`config.mk`:
```
export PLATFORM = sky130hd
export DESIGN_NAME = pin_config_four_to_six
export DESIGN_NICKNAME = d
export VERILOG_FILES = /design/src/inc/pin_config_pkg.sv /design/src/logic/pin_deglitch.sv /design/src/logic/pin_pad_control.sv /design/src/logic/pin_config_four_to_six.sv
export SDC_FILE = /design/constraint.sdc
export NUM_CORES = 1
export LEC_CHECK = 0
export BUFFER_PORTS_ARGS = -buffer_cell sky130_fd_sc_hd__buf_2
export CAP_MARGIN = 20
export CORE_UTILIZATION = 47
export DETAILED_ROUTE_END_ITERATION = 7
export PLACE_DENSITY_LB_ADDON = 0.12
export SLEW_MARGIN = 10
export SYNTH_ARGS = -nofsm -noshare
export SYNTH_HDL_FRONTEND = slang
export SYNTH_SLANG_ARGS = --single-unit
```
`constraint.sdc`:
```
create_clock -name clk -period 1.98 [get_ports clk]
set_input_delay 0.396 -clock clk [delete_from_list [all_inputs] [get_ports clk]]
set_output_delay 0.396 -clock clk [all_outputs]
set_load 0.005 [all_outputs]
```
`src/inc/pin_config_pkg.sv`:
```
// Purpose: Shared constants for the pin four to six configuration block
// Assumes: 250 MHz core clock
// Notes: Register offsets, field positions, function codes and timing
package pin_config_pkg;

	// Register offsets on the internal register port
	localparam logic [7:0] PIN_FOUR_CONFIG_ADDR = 8'h34;
	localparam logic [7:0] PIN_FIVE_CONFIG_ADDR = 8'h35;
	localparam logic [7:0] PIN_SIX_CONFIG_ADDR = 8'h36;

	// Value after reset, before the non-volatile defaults arrive
	localparam logic [7:0] PIN_CONFIG_RESET = 8'h0a;

	// Field positions inside each configuration byte
	localparam int FUNC_MSB = 7;
	localparam int FUNC_LSB = 5;
	localparam int FILTER_ON_BIT = 4;
	localparam int PULL_ON_BIT = 3;
	localparam int PULL_POLARITY_BIT = 2;
	localparam int DRIVE_TYPE_BIT = 1;
	localparam int DIRECTION_BIT = 0;

	// Function codes shared by all three pins
	localparam logic [2:0] FUNC_PLAIN = 3'h0;
	localparam logic [2:0] FUNC_SLEEP_ONE = 3'h4;
	localparam logic [2:0] FUNC_SLEEP_TWO = 3'h5;
	localparam logic [2:0] FUNC_WAKE_ONE = 3'h6;
	localparam logic [2:0] FUNC_WAKE_TWO = 3'h7;

	// Pin four function codes
	localparam logic [2:0] FOUR_ENABLE = 3'h1;
	localparam logic [2:0] FOUR_WATCHDOG = 3'h2;
	localparam logic [2:0] FOUR_BUCK_MONITOR = 3'h3;

	// Pin five function codes
	localparam logic [2:0] FIVE_SYNC_IN = 3'h1;
	localparam logic [2:0] FIVE_SYNC_OUT = 3'h2;
	localparam logic [2:0] FIVE_RESET_OUT = 3'h3;

	// Pin six function codes
	localparam logic [2:0] SIX_ERROR_IN = 3'h1;
	localparam logic [2:0] SIX_SYNC_OUT = 3'h2;
	localparam logic [2:0] SIX_POWER_GOOD = 3'h3;

	// Deglitch timing
	localparam int CLK_PERIOD_PS = 4000;
	localparam int DEGLITCH_TIME_US = 8;
	localparam int DEGLITCH_CYCLES = (DEGLITCH_TIME_US * 1000 * 1000 + CLK_PERIOD_PS - 1)
		/ CLK_PERIOD_PS;
	localparam int DEGLITCH_COUNT_W = $clog2(DEGLITCH_CYCLES + 1);

endpackage : pin_config_pkg

```
`src/logic/pin_deglitch.sv`:
```
// Purpose: Synchronise one pin input and optionally deglitch it
// Assumes: Pin level may change at any time relative to clk
// Notes: Filter length counted in core clock cycles
module pin_deglitch
	import pin_config_pkg::*;
#(
	parameter int COUNT_W = DEGLITCH_COUNT_W,
	parameter int STABLE_CYCLES = DEGLITCH_CYCLES
) (
	input wire logic clk,
	input wire logic rstn,
	input wire logic pin_level,
	input wire logic filter_on,
	output logic level
);

	localparam logic [COUNT_W-1:0] LAST_COUNT = COUNT_W'(STABLE_CYCLES - 1);

	logic sync_first;
	logic sync_second;
	logic [COUNT_W-1:0] count;
	wire differs = sync_second != level;
	wire expired = count == LAST_COUNT;

	always_ff @(posedge clk or negedge rstn) begin
		if (!rstn) begin
			sync_first <= 1'b0;
			sync_second <= 1'b0;
		end else begin
			sync_first <= pin_level;
			sync_second <= sync_first;
		end
	end

	always_ff @(posedge clk or negedge rstn) begin
		if (!rstn) begin
			level <= 1'b0;
			count <= '0;
		end else if (!filter_on) begin
			level <= sync_second;
			count <= '0;
		end else if (!differs) begin
			count <= '0;
		end else if (expired) begin
			level <= sync_second;
			count <= '0;
		end else begin
			count <= count + COUNT_W'(1);
		end
	end

endmodule : pin_deglitch

```
`src/logic/pin_pad_control.sv`:
```
// Purpose: Turn one configuration byte into pad drive and pull controls
// Assumes: Pad resolves output, enable and pull into the wire level
// Notes: All pad controls registered
module pin_pad_control
	import pin_config_pkg::*;
(
	input wire logic clk,
	input wire logic rstn,
	input wire logic [7:0] config_byte,
	input wire logic out_value,
	output logic pad_out,
	output logic pad_oe,
	output logic pull_up_on,
	output logic pull_down_on
);

	wire is_output = config_byte[DIRECTION_BIT];
	wire open_drain = config_byte[DRIVE_TYPE_BIT];
	wire pull_on = config_byte[PULL_ON_BIT];
	wire pull_up_sel = config_byte[PULL_POLARITY_BIT];
	wire next_pad_out = open_drain ? 1'b0 : out_value;
	wire next_pad_oe = is_output & (open_drain ? ~out_value : 1'b1);
	wire next_pull_up = pull_on & pull_up_sel;
	wire next_pull_down = pull_on & ~pull_up_sel;

	always_ff @(posedge clk or negedge rstn) begin
		if (!rstn) begin
			pad_out <= 1'b0;
			pad_oe <= 1'b0;
			pull_up_on <= 1'b0;
			pull_down_on <= 1'b0;
		end else begin
			pad_out <= next_pad_out;
			pad_oe <= next_pad_oe;
			pull_up_on <= next_pull_up;
			pull_down_on <= next_pull_down;
		end
	end

endmodule : pin_pad_control

```
`src/logic/pin_config_four_to_six.sv`:
```
// Purpose: Configuration registers and function routing for pins four to six
// Assumes: Register port synchronous to clk; pins synchronised inside; nvm_load from loader
// Notes: Index 0, 1, 2 of pin vectors are pins four, five, six
//
// Overview of operation
// - Pin four bits 7:5 choose plain, enable, watchdog, monitor, sleep or wake.
// - Pin four code 3 moves buck one monitor input onto pin four.
// - Pin five bits 7:5 choose plain, sync in, sync out, reset out, sleep, wake.
// - Pin six bits 7:5 choose plain, error in, sync out, power good, sleep, wake.
// - Input bit 4 clear only synchronises; set adds an 8 us deglitch.
// - Bit 3 set connects the pull resistor; clear disconnects it.
// - Pull polarity bit 2 only matters while bit 3 is set.
// - Polarity clear selects pull down; set selects pull up.
// - Output bit 1 clear drives push pull; set drives open drain low only.
// - Bit 0 clear makes the pin an input; set makes it an output.
// - Registers reset to 0x0a; real defaults come from non-volatile memory.
module pin_config_four_to_six
	import pin_config_pkg::*;
(
	input wire logic clk,
	input wire logic rstn,
	input wire logic [7:0] reg_addr,
	input wire logic reg_write,
	input wire logic reg_read,
	input wire logic [7:0] reg_wdata,
	output logic [7:0] reg_rdata,
	input wire logic nvm_load,
	input wire logic [7:0] nvm_pin_four,
	input wire logic [7:0] nvm_pin_five,
	input wire logic [7:0] nvm_pin_six,
	input wire logic [2:0] pin_in,
	output logic [2:0] pin_out,
	output logic [2:0] pin_oe,
	output logic [2:0] pin_pull_up,
	output logic [2:0] pin_pull_down,
	input wire logic [2:0] plain_out_level,
	output logic [2:0] plain_in_level,
	input wire logic sync_clock_source,
	input wire logic processor_reset_level,
	input wire logic power_good_level,
	output logic enable_input,
	output logic watchdog_trigger_input,
	output logic buck_one_monitor_from_pin,
	output logic sync_clock_input,
	output logic controller_error_input_n,
	output logic sleep_request_one_n,
	output logic sleep_request_two_n,
	output logic wake_input_one,
	output logic wake_input_two
);

	logic [7:0] pin_four_config;
	logic [7:0] pin_five_config;
	logic [7:0] pin_six_config;
	logic [2:0] filtered;

	// Picks the level of the lowest pin carrying a function, else idle value
	function automatic logic route_level(input logic [2:0] sel_hit, input logic [2:0] lvl,
		input logic idle);
		logic result;
		result = idle;
		if (sel_hit[0]) begin
			result = lvl[0];
		end else if (sel_hit[1]) begin
			result = lvl[1];
		end else if (sel_hit[2]) begin
			result = lvl[2];
		end
		return result;
	endfunction : route_level

	// Loader wins over a register write landing in the same cycle
	function automatic logic [7:0] next_config(input logic load, input logic [7:0] nvm_value,
		input logic write, input logic [7:0] wdata, input logic [7:0] current);
		logic [7:0] result;
		result = current;
		if (load) begin
			result = nvm_value;
		end else if (write) begin
			result = wdata;
		end
		return result;
	endfunction : next_config

	// Unmapped addresses read back as zero
	function automatic logic [7:0] read_select(input logic [2:0] hit, input logic [7:0] four,
		input logic [7:0] five, input logic [7:0] six);
		logic [7:0] result;
		result = 8'h00;
		if (hit[0]) begin
			result = four;
		end else if (hit[1]) begin
			result = five;
		end else if (hit[2]) begin
			result = six;
		end
		return result;
	endfunction : read_select

	// Output source of a pin: sync clock, its own status line, or the plain level
	function automatic logic drive_value(input logic sync_out, input logic status_out,
		input logic sync_level, input logic status_level, input logic plain_level);
		logic result;
		result = plain_level;
		if (sync_out) begin
			result = sync_level;
		end else if (status_out) begin
			result = status_level;
		end
		return result;
	endfunction : drive_value

	// Register port decode
	wire hit_four = reg_addr == PIN_FOUR_CONFIG_ADDR;
	wire hit_five = reg_addr == PIN_FIVE_CONFIG_ADDR;
	wire hit_six = reg_addr == PIN_SIX_CONFIG_ADDR;
	wire write_four = reg_write & hit_four;
	wire write_five = reg_write & hit_five;
	wire write_six = reg_write & hit_six;

	// A read in the cycle of a write returns the value before the write
	wire [7:0] next_rdata = read_select({hit_six, hit_five, hit_four}, pin_four_config,
		pin_five_config, pin_six_config);

	wire [7:0] next_four_config = next_config(nvm_load, nvm_pin_four, write_four, reg_wdata,
		pin_four_config);
	wire [7:0] next_five_config = next_config(nvm_load, nvm_pin_five, write_five, reg_wdata,
		pin_five_config);
	wire [7:0] next_six_config = next_config(nvm_load, nvm_pin_six, write_six, reg_wdata,
		pin_six_config);

	always_ff @(posedge clk or negedge rstn) begin
		if (!rstn) begin
			pin_four_config <= PIN_CONFIG_RESET;
		end else begin
			pin_four_config <= next_four_config;
		end
	end

	always_ff @(posedge clk or negedge rstn) begin
		if (!rstn) begin
			pin_five_config <= PIN_CONFIG_RESET;
		end else begin
			pin_five_config <= next_five_config;
		end
	end

	always_ff @(posedge clk or negedge rstn) begin
		if (!rstn) begin
			pin_six_config <= PIN_CONFIG_RESET;
		end else begin
			pin_six_config <= next_six_config;
		end
	end

	always_ff @(posedge clk or negedge rstn) begin
		if (!rstn) begin
			reg_rdata <= 8'h00;
		end else if (reg_read) begin
			reg_rdata <= next_rdata;
		end
	end

	// Field extraction
	wire [2:0] four_func = pin_four_config[FUNC_MSB:FUNC_LSB];
	wire [2:0] five_func = pin_five_config[FUNC_MSB:FUNC_LSB];
	wire [2:0] six_func = pin_six_config[FUNC_MSB:FUNC_LSB];
	wire [2:0] filter_on = {pin_six_config[FILTER_ON_BIT], pin_five_config[FILTER_ON_BIT],
		pin_four_config[FILTER_ON_BIT]};
	wire [2:0] is_input = ~{pin_six_config[DIRECTION_BIT], pin_five_config[DIRECTION_BIT],
		pin_four_config[DIRECTION_BIT]};

	wire four_enable = four_func == FOUR_ENABLE;
	wire four_watchdog = four_func == FOUR_WATCHDOG;
	wire four_monitor = four_func == FOUR_BUCK_MONITOR;
	wire five_sync_in = five_func == FIVE_SYNC_IN;
	wire five_sync_out = five_func == FIVE_SYNC_OUT;
	wire five_reset_out = five_func == FIVE_RESET_OUT;
	wire six_error_in = six_func == SIX_ERROR_IN;
	wire six_sync_out = six_func == SIX_SYNC_OUT;
	wire six_power_good = six_func == SIX_POWER_GOOD;

	// Shared sleep and wake codes on all three pins
	wire [2:0] sel_sleep_one = {six_func == FUNC_SLEEP_ONE, five_func == FUNC_SLEEP_ONE,
		four_func == FUNC_SLEEP_ONE};
	wire [2:0] sel_sleep_two = {six_func == FUNC_SLEEP_TWO, five_func == FUNC_SLEEP_TWO,
		four_func == FUNC_SLEEP_TWO};
	wire [2:0] sel_wake_one = {six_func == FUNC_WAKE_ONE, five_func == FUNC_WAKE_ONE,
		four_func == FUNC_WAKE_ONE};
	wire [2:0] sel_wake_two = {six_func == FUNC_WAKE_TWO, five_func == FUNC_WAKE_TWO,
		four_func == FUNC_WAKE_TWO};
	wire [2:0] sel_plain = {six_func == FUNC_PLAIN, five_func == FUNC_PLAIN,
		four_func == FUNC_PLAIN};

	// Only input pins feed internal functions
	wire [2:0] in_lvl = filtered;
	wire [2:0] inp = is_input;

	wire next_enable = inp[0] & four_enable & in_lvl[0];
	wire next_watchdog = inp[0] & four_watchdog & in_lvl[0];
	wire next_sync_in = inp[1] & five_sync_in & in_lvl[1];
	wire next_error_n = (inp[2] & six_error_in) ? in_lvl[2] : 1'b1;
	wire next_sleep_one_n = route_level(sel_sleep_one & inp, in_lvl, 1'b1);
	wire next_sleep_two_n = route_level(sel_sleep_two & inp, in_lvl, 1'b1);
	wire next_wake_one = route_level(sel_wake_one & inp, in_lvl, 1'b0);
	wire next_wake_two = route_level(sel_wake_two & inp, in_lvl, 1'b0);
	wire [2:0] next_plain_in = sel_plain & inp & in_lvl;

	// Output value per pin by function
	wire four_value = plain_out_level[0];
	wire five_value = drive_value(five_sync_out, five_reset_out, sync_clock_source,
		processor_reset_level, plain_out_level[1]);
	wire six_value = drive_value(six_sync_out, six_power_good, sync_clock_source,
		power_good_level, plain_out_level[2]);
	wire [2:0] out_value = {six_value, five_value, four_value};
	wire [2:0][7:0] configs = {pin_six_config, pin_five_config, pin_four_config};

	always_ff @(posedge clk or negedge rstn) begin
		if (!rstn) begin
			enable_input <= 1'b0;
			watchdog_trigger_input <= 1'b0;
		end else begin
			enable_input <= next_enable;
			watchdog_trigger_input <= next_watchdog;
		end
	end

	// monitor source select
	// Follows the code alone, as the analog monitor path has no direction
	always_ff @(posedge clk or negedge rstn) begin
		if (!rstn) begin
			buck_one_monitor_from_pin <= 1'b0;
		end else begin
			buck_one_monitor_from_pin <= four_monitor;
		end
	end

	always_ff @(posedge clk or negedge rstn) begin
		if (!rstn) begin
			sync_clock_input <= 1'b0;
			controller_error_input_n <= 1'b1;
		end else begin
			sync_clock_input <= next_sync_in;
			controller_error_input_n <= next_error_n;
		end
	end

	// Sleep requests idle high while no pin carries them
	always_ff @(posedge clk or negedge rstn) begin
		if (!rstn) begin
			sleep_request_one_n <= 1'b1;
			sleep_request_two_n <= 1'b1;
		end else begin
			sleep_request_one_n <= next_sleep_one_n;
			sleep_request_two_n <= next_sleep_two_n;
		end
	end

	// Wake requests idle low while no pin carries them
	always_ff @(posedge clk or negedge rstn) begin
		if (!rstn) begin
			wake_input_one <= 1'b0;
			wake_input_two <= 1'b0;
		end else begin
			wake_input_one <= next_wake_one;
			wake_input_two <= next_wake_two;
		end
	end

	// Plain input pins report their filtered level
	always_ff @(posedge clk or negedge rstn) begin
		if (!rstn) begin
			plain_in_level <= 3'h0;
		end else begin
			plain_in_level <= next_plain_in;
		end
	end

	// One input filter and one pad driver per pin

	for (genvar i = 0; i < 3; i++) begin : g_pin
		pin_deglitch u_filter (
			.clk(clk),
			.rstn(rstn),
			.pin_level(pin_in[i]),
			.filter_on(filter_on[i]),
			.level(filtered[i])
		);

		pin_pad_control u_pad (
			.clk(clk),
			.rstn(rstn),
			.config_byte(configs[i]),
			.out_value(out_value[i]),
			.pad_out(pin_out[i]),
			.pad_oe(pin_oe[i]),
			.pull_up_on(pin_pull_up[i]),
			.pull_down_on(pin_pull_down[i])
		);
	end

endmodule : pin_config_four_to_six

```
**After elaboration in Yosys (flattened, before gate mapping)**

Index checks and enable logic that the tools add are counted.

- Register bits after elaboration: 98
- Output and inout port bits: 32
- Word-level logic and storage cells: 168

- Add/sub/neg operators: 3
- Eq/ne operators: 36
- Multiplexer cells: 50
- Bitwise logic cells: 32
- Reduce and logical (&&, ||, !) cells: 9

Operators with widths:

| cell | count |
|---|---|
| $mux W11 | 9 |
| $mux W8 | 9 |
| $eq A3 B3 Y1 const B | 12 |
| $add A11 B1 Y11 const B | 3 |
| $eq A11 B11 Y1 const B | 3 |
| $mux W1 | 32 |
| $eq A8 B6 Y1 const B | 3 |
| $and A1 B1 Y1 | 19 |
| $and A3 B3 Y3 | 6 |
| $eq A3 B2 Y1 const B | 6 |
| $ne A2 B1 Y1 const B | 6 |
| $eq A3 B1 Y1 const B | 3 |
| $logic_not A3 Y1 | 3 |
| $not A1 Y1 | 6 |
| $reduce_and A2 Y1 | 3 |
| $reduce_bool A2 Y1 | 3 |
| $ne A1 B1 Y1 | 3 |
| $not A3 Y3 | 1 |

**Logic depth before layout (Yosys ltp)**

- Depth after elaboration: 6
- Mapped depth: 6
- Mapped depth without buffers: 5

**Cells and area by module**

From an unflattened synthesis, not the netlist that was laid out.

- Cells, all modules: 458
- Area, all modules: 4,978.5 um^2

By module, submodules not included:

| module | instances | cells each | area each (um^2) | seq. area each (um^2) |
|---|---|---|---|---|
| pin_config_four_to_six | 1 | 260 | 2,632.5 | 1,112.3 |
| pin_deglitch | 3 | 58 | 651.9 | 350.3 |
| pin_pad_control | 3 | 8 | 130.1 | 100.1 |

**Least setup slack after synthesis**

OpenSTA, ideal clock, no wires.

- Kind: in2reg
- Start point: input port reg_addr[6]
- End point: register pin_five_config[0]
- Arrival time: 1.733 ns
- Path slack: 0.122 ns
- Stages on the path: 4
- Cell sequence: nand4bb_4 -> nor4_4 -> mux2_2 -> mux2_2

- Cells in the longest elaborated chain, start to end: 3

RTL lines:

| element | RTL line | source |
|---|---|---|
| start: declaration | pin_config_four_to_six.sv:22 | `input wire logic [7:0] reg_addr,` |
| $eq A8 B6 Y1 | pin_config_four_to_six.sv:115 | `wire hit_five = reg_addr == PIN_FIVE_CONFIG_ADDR;` |
| $and A1 B1 Y1 | pin_config_four_to_six.sv:118 | `wire write_five = reg_write & hit_five;` |
| $reduce_bool A2 Y1 (no source line) | - |  |
| end signal: assignment | pin_config_four_to_six.sv:144 | `pin_five_config <= next_five_config;` |
| end: declaration | pin_config_four_to_six.sv:53 | `logic [7:0] pin_five_config;` |

No other way between the ends.
A chain may end at the register's enable or synchronous reset.

**Worst setup path after layout**

- Start point: register g_pin[2].u_filter.count[0]
- End point: register g_pin[2].u_filter.count[3]

- Cells in the longest elaborated chain, start to end: 4
- Elaborated cells on any way between the ends: 5
- Those cells by class: 1 x add/sub; 1 x eq/ne; 3 x mux

RTL lines:

| element | RTL line | source |
|---|---|---|
| start: declaration | pin_deglitch.sv:21 | `logic [COUNT_W-1:0] count;` |
| start signal: assignment | pin_deglitch.sv:48 | `count <= count + COUNT_W'(1);` |
| $add A11 B1 Y11 / $eq A11 B11 Y1 (equally long branches) | pin_deglitch.sv:48, pin_deglitch.sv:23 |  |
| $mux W11 (*) | pin_deglitch.sv:44 | `end else if (expired) begin` |
| $mux W11 (*) | pin_deglitch.sv:42 | `end else if (!differs) begin` |
| $mux W11 (*) | pin_deglitch.sv:39 | `end else if (!filter_on) begin` |

Mark *: on every way between the ends. The rest lies on a longest branch, timed or not.

==> results.tsv <==
stage	metric	value	unit
outcome	status	finished clean	
power_and_ir_drop	ir_worst_vdd	0.000377	V
yosys	avgSynthCellArea	11.4	um2
worst_setup_path	arrival	1.99	ns
floorplan	io_pins	86	
yosys	ys_ff_latch	98	
floorplan	die_h	102	um
power_and_ir_drop	cellPowerDensity	753	nW/um2
grt	grt_pass1_vias	3060	
drt	drt-wirelength-per-cell	15.2	um
cts	cts_tree	done	
yosys	synth_cell_types	47	
run	cap_violations	0	
grt	grt_remaining_overflow	0	
floorplan	die_x	102	um
yosys	ys.flop_type	dfrtp_1	
sta	fin_crit	1.76	ns
placement	post-place-ws	0.00597	ns
drt	antenna_left	0	
min_path	hp-class	in2reg	
drt	dr_total_vias	3282	
finish	layout.nets	555	
drt	drt_iter0_drc	87	
yosys	synth_cells	409	
finish	diodes	0	
sta	max_freq	0.568	GHz
cts	clk_latency	0.37	ns
sta	tns	0	ns
placement	routabilityCongestion	0.819	
sta	maxSlewViolCount	0	
cts	postCtsSetupRepairBufs	0	
floorplan	design.core.area	9680	um2
cts	cts_sinks	98	
grt	grt_antenna_before_repair	0	
drt	drt_wl_total	9690	um
finish	fill_cells	861	
yosys	synth.net_count	466	
floorplan	dieArea	10300	um2
grt	grt_first_pass_wirelength	15200	um
yosys	syn_area	4670	um2
worst_setup_path	worst-path-max-fanout	11	
worst_setup_path	criticalPathCategory	reg2reg	
finish	area_growth	17.5	%
placement	placed_cells	619	
drt	drtPass1Iterations	4	
sta	max-slew-margin-rel	63.1	%
sta	finalCritPeriodShare	88.9	%
cts	cts-buffers-inserted	9	
floorplan	start_util	48.2	%
drt	drc	0	
yosys	yosysTopAreaCell	dfrtp_1	
sta	rsz0062_at_grt	no	
worst_setup_path	critPathRequiredTime	2.21	ns
power_and_ir_drop	leakagePower	2.48	nW
yosys	synth_area_leaders	dfrtp_1, mux2_2, dfstp_2	
sta	finalHoldViolCount	0	
yosys	synth-warning-count	0	
cts	path_clk_slew	0.09	ns
yosys	synthArstFlopShare	100	%
cts	cts.repair.resized	0	
worst_setup_path	cp-start-kind	flop	
sta	finClkSkew	0.0191	ns
yosys	seq_area_frac_synth	52.8	%
cts	clockBufferDepth	2	
finish	instances_no_fill	636	
cts	cts-root-buf	clkbuf_8	
yosys	synth_edf_count	0	
finish	layout-drive-gt1-share	36.8	%
sta	setup_ws	0.219	ns
sta	setup_viol	0	
drt	avgViaCountPerCell	5.16	
grt	grtUsageTotal	19.7	%
cts	cts.htree.levels	3	
yosys	synth_top_area_share	47.7	%
placement	hpwl	7210	um
floorplan	rows	36	
power_and_ir_drop	power	0.00413	W
placement	numPortBuffers	85	
worst_setup_path	cp-end-kind	flop	
grt	grt_max_degree	38	
sta	max_slew.worst_pin.slew	0.553	ns
-- metrics by stage --
step	cell area, um2	utilization (%)	hold slack (ns)
after floorplan	4670	-	0.100
after global placement	5270	54.4	0.333
after detailed placement	5270	54.4	0.335
after CTS	5490	56.6	0.124
after global routing	5490	56.6	0.126
final	5490	56.6	0.134
-- where the power goes --
group,internal [W],switching [W]
logic,0.000281,0.000265
clock network,0.000627,0.000699
registers,0.00213,0.000121
-- registers in the layout (all words and copies together) (netlist names), 3 cells and up --
register                    cells
plain_in_level                  3
g_pin.u_pad.pull_down_on        3
g_pin.u_pad.pad_oe              3
g_pin.u_pad.pad_out             3
g_pin.u_pad.pull_up_on          3
g_pin.u_filter.sync_first       3
pin_four_config                 8
pin_five_config                 8
g_pin.u_filter.sync_second      3
g_pin.u_filter.count           33
reg_rdata                       8
g_pin.u_filter.level            3
pin_six_config                  8
-- layer usage --
layer,track usage (%),wire length [um]
met4,8.36,136
met1,26.7,4470
met5,0,0
met2,30.9,4520
met3,3.73,565
-- worst paths after layout --
path | slack [ns] | from | depth (start not counted) | endpoint
max in group asynchronous | 0.90 | rstn | 3 | controller_error_input_n
min in group asynchronous | 0.51 | rstn | 2 | enable_input
worst max-delay path | 0.22 | g_pin[2].u_filter.count[0] | 5 | g_pin[2].u_filter.count[3]
worst min-delay path | 0.13 | pin_in[1] | 1 | g_pin[1].u_filter.sync_first
worst max register to register | 0.22 | g_pin[2].u_filter.count[0] | 5 | g_pin[2].u_filter.count[3]
worst min register to register | 0.35 | g_pin[1].u_filter.sync_first | 0 | g_pin[1].u_filter.sync_second
-- cells in the final DEF, fill, tap and decap left out, types with 3 or more instances in the layout --
master | netlist | layout
inv_1 | 16 | 16
dfstp_2 | 9 | 9
buf_12 | 0 | 3
nor4_1 | 3 | 3
nor4b_1 | 4 | 4
o22ai_1 | 8 | 8
xor2_1 | 15 | 15
nor2_1 | 50 | 50
mux2i_1 | 10 | 10
buf_2 | 6 | 84
mux2_2 | 51 | 51
a21oi_1 | 12 | 12
dfrtp_1 | 89 | 89
nand2_1 | 17 | 17
nor3_1 | 10 | 10
nand3_1 | 11 | 11
nor2b_1 | 6 | 6
xnor2_1 | 14 | 14
nand2b_1 | 8 | 8
or4_1 | 3 | 3
a31oi_1 | 3 | 3
ha_1 | 3 | 3
nand4_1 | 8 | 8
buf_4 | 12 | 17
and2_1 | 3 | 3
clkbuf_8 | 0 | 10
-- layout make-up --
cell class	count	area [um2]	share of cell area, %
Multi-Input combinational cell	267	1970	35.9
Inverter	17	63.8	1.16
Clock buffer	11	141	2.58
Clock inverter	5	61.3	1.12
Sequential cell	98	2460	44.9
Tap cell	133	166	3.03
Timing Repair Buffer	105	618	11.3
-- worst max-delay path, stage by stage, from the launching register on --
cell and delay [ns]:
dfrtp_1 0.40, ha_1 0.19, nand3_1 0.11, or4_1 0.45, nand3_1 0.38, nor2_1 0.10
-- logic make-up after synthesis --
logic type / after synthesis / synth area share (%)
muxes: 63 / 14.9
xor gates and xnor gates: 29 / 5.44
AOI/OAI and AO/OA: 29 / 3.70
and+or+nand+nor: 143 / 17.3
DFF: 98 / 52.8
adders and majority gates: 3 / 0.804
buffers and inverters: 44 / 4.99
-- synthesized netlist by cell type (4+ instances only) --
master    number
a21oi_1       12
dfstp_2        9
nand2_1       17
o22ai_1        8
xnor2_1       14
mux2i_1       10
buf_4         12
mux2_2        51
dfrtp_1       89
buf_2          6
inv_1         16
nor3_1        10
nor4b_1        4
nor2b_1        6
clkbuf_1       6
nor2_1        50
nand4_1        8
nand2b_1       8
xor2_1        15
nand3_1       11
-- what timing repair did --
item / in CTS / in global routing
hold buffers: 1 / 0
endpoints found under the hold margin: 24 / 0
setup endpoints to repair: 0 / 0
(Power assumes the default switching activity.)
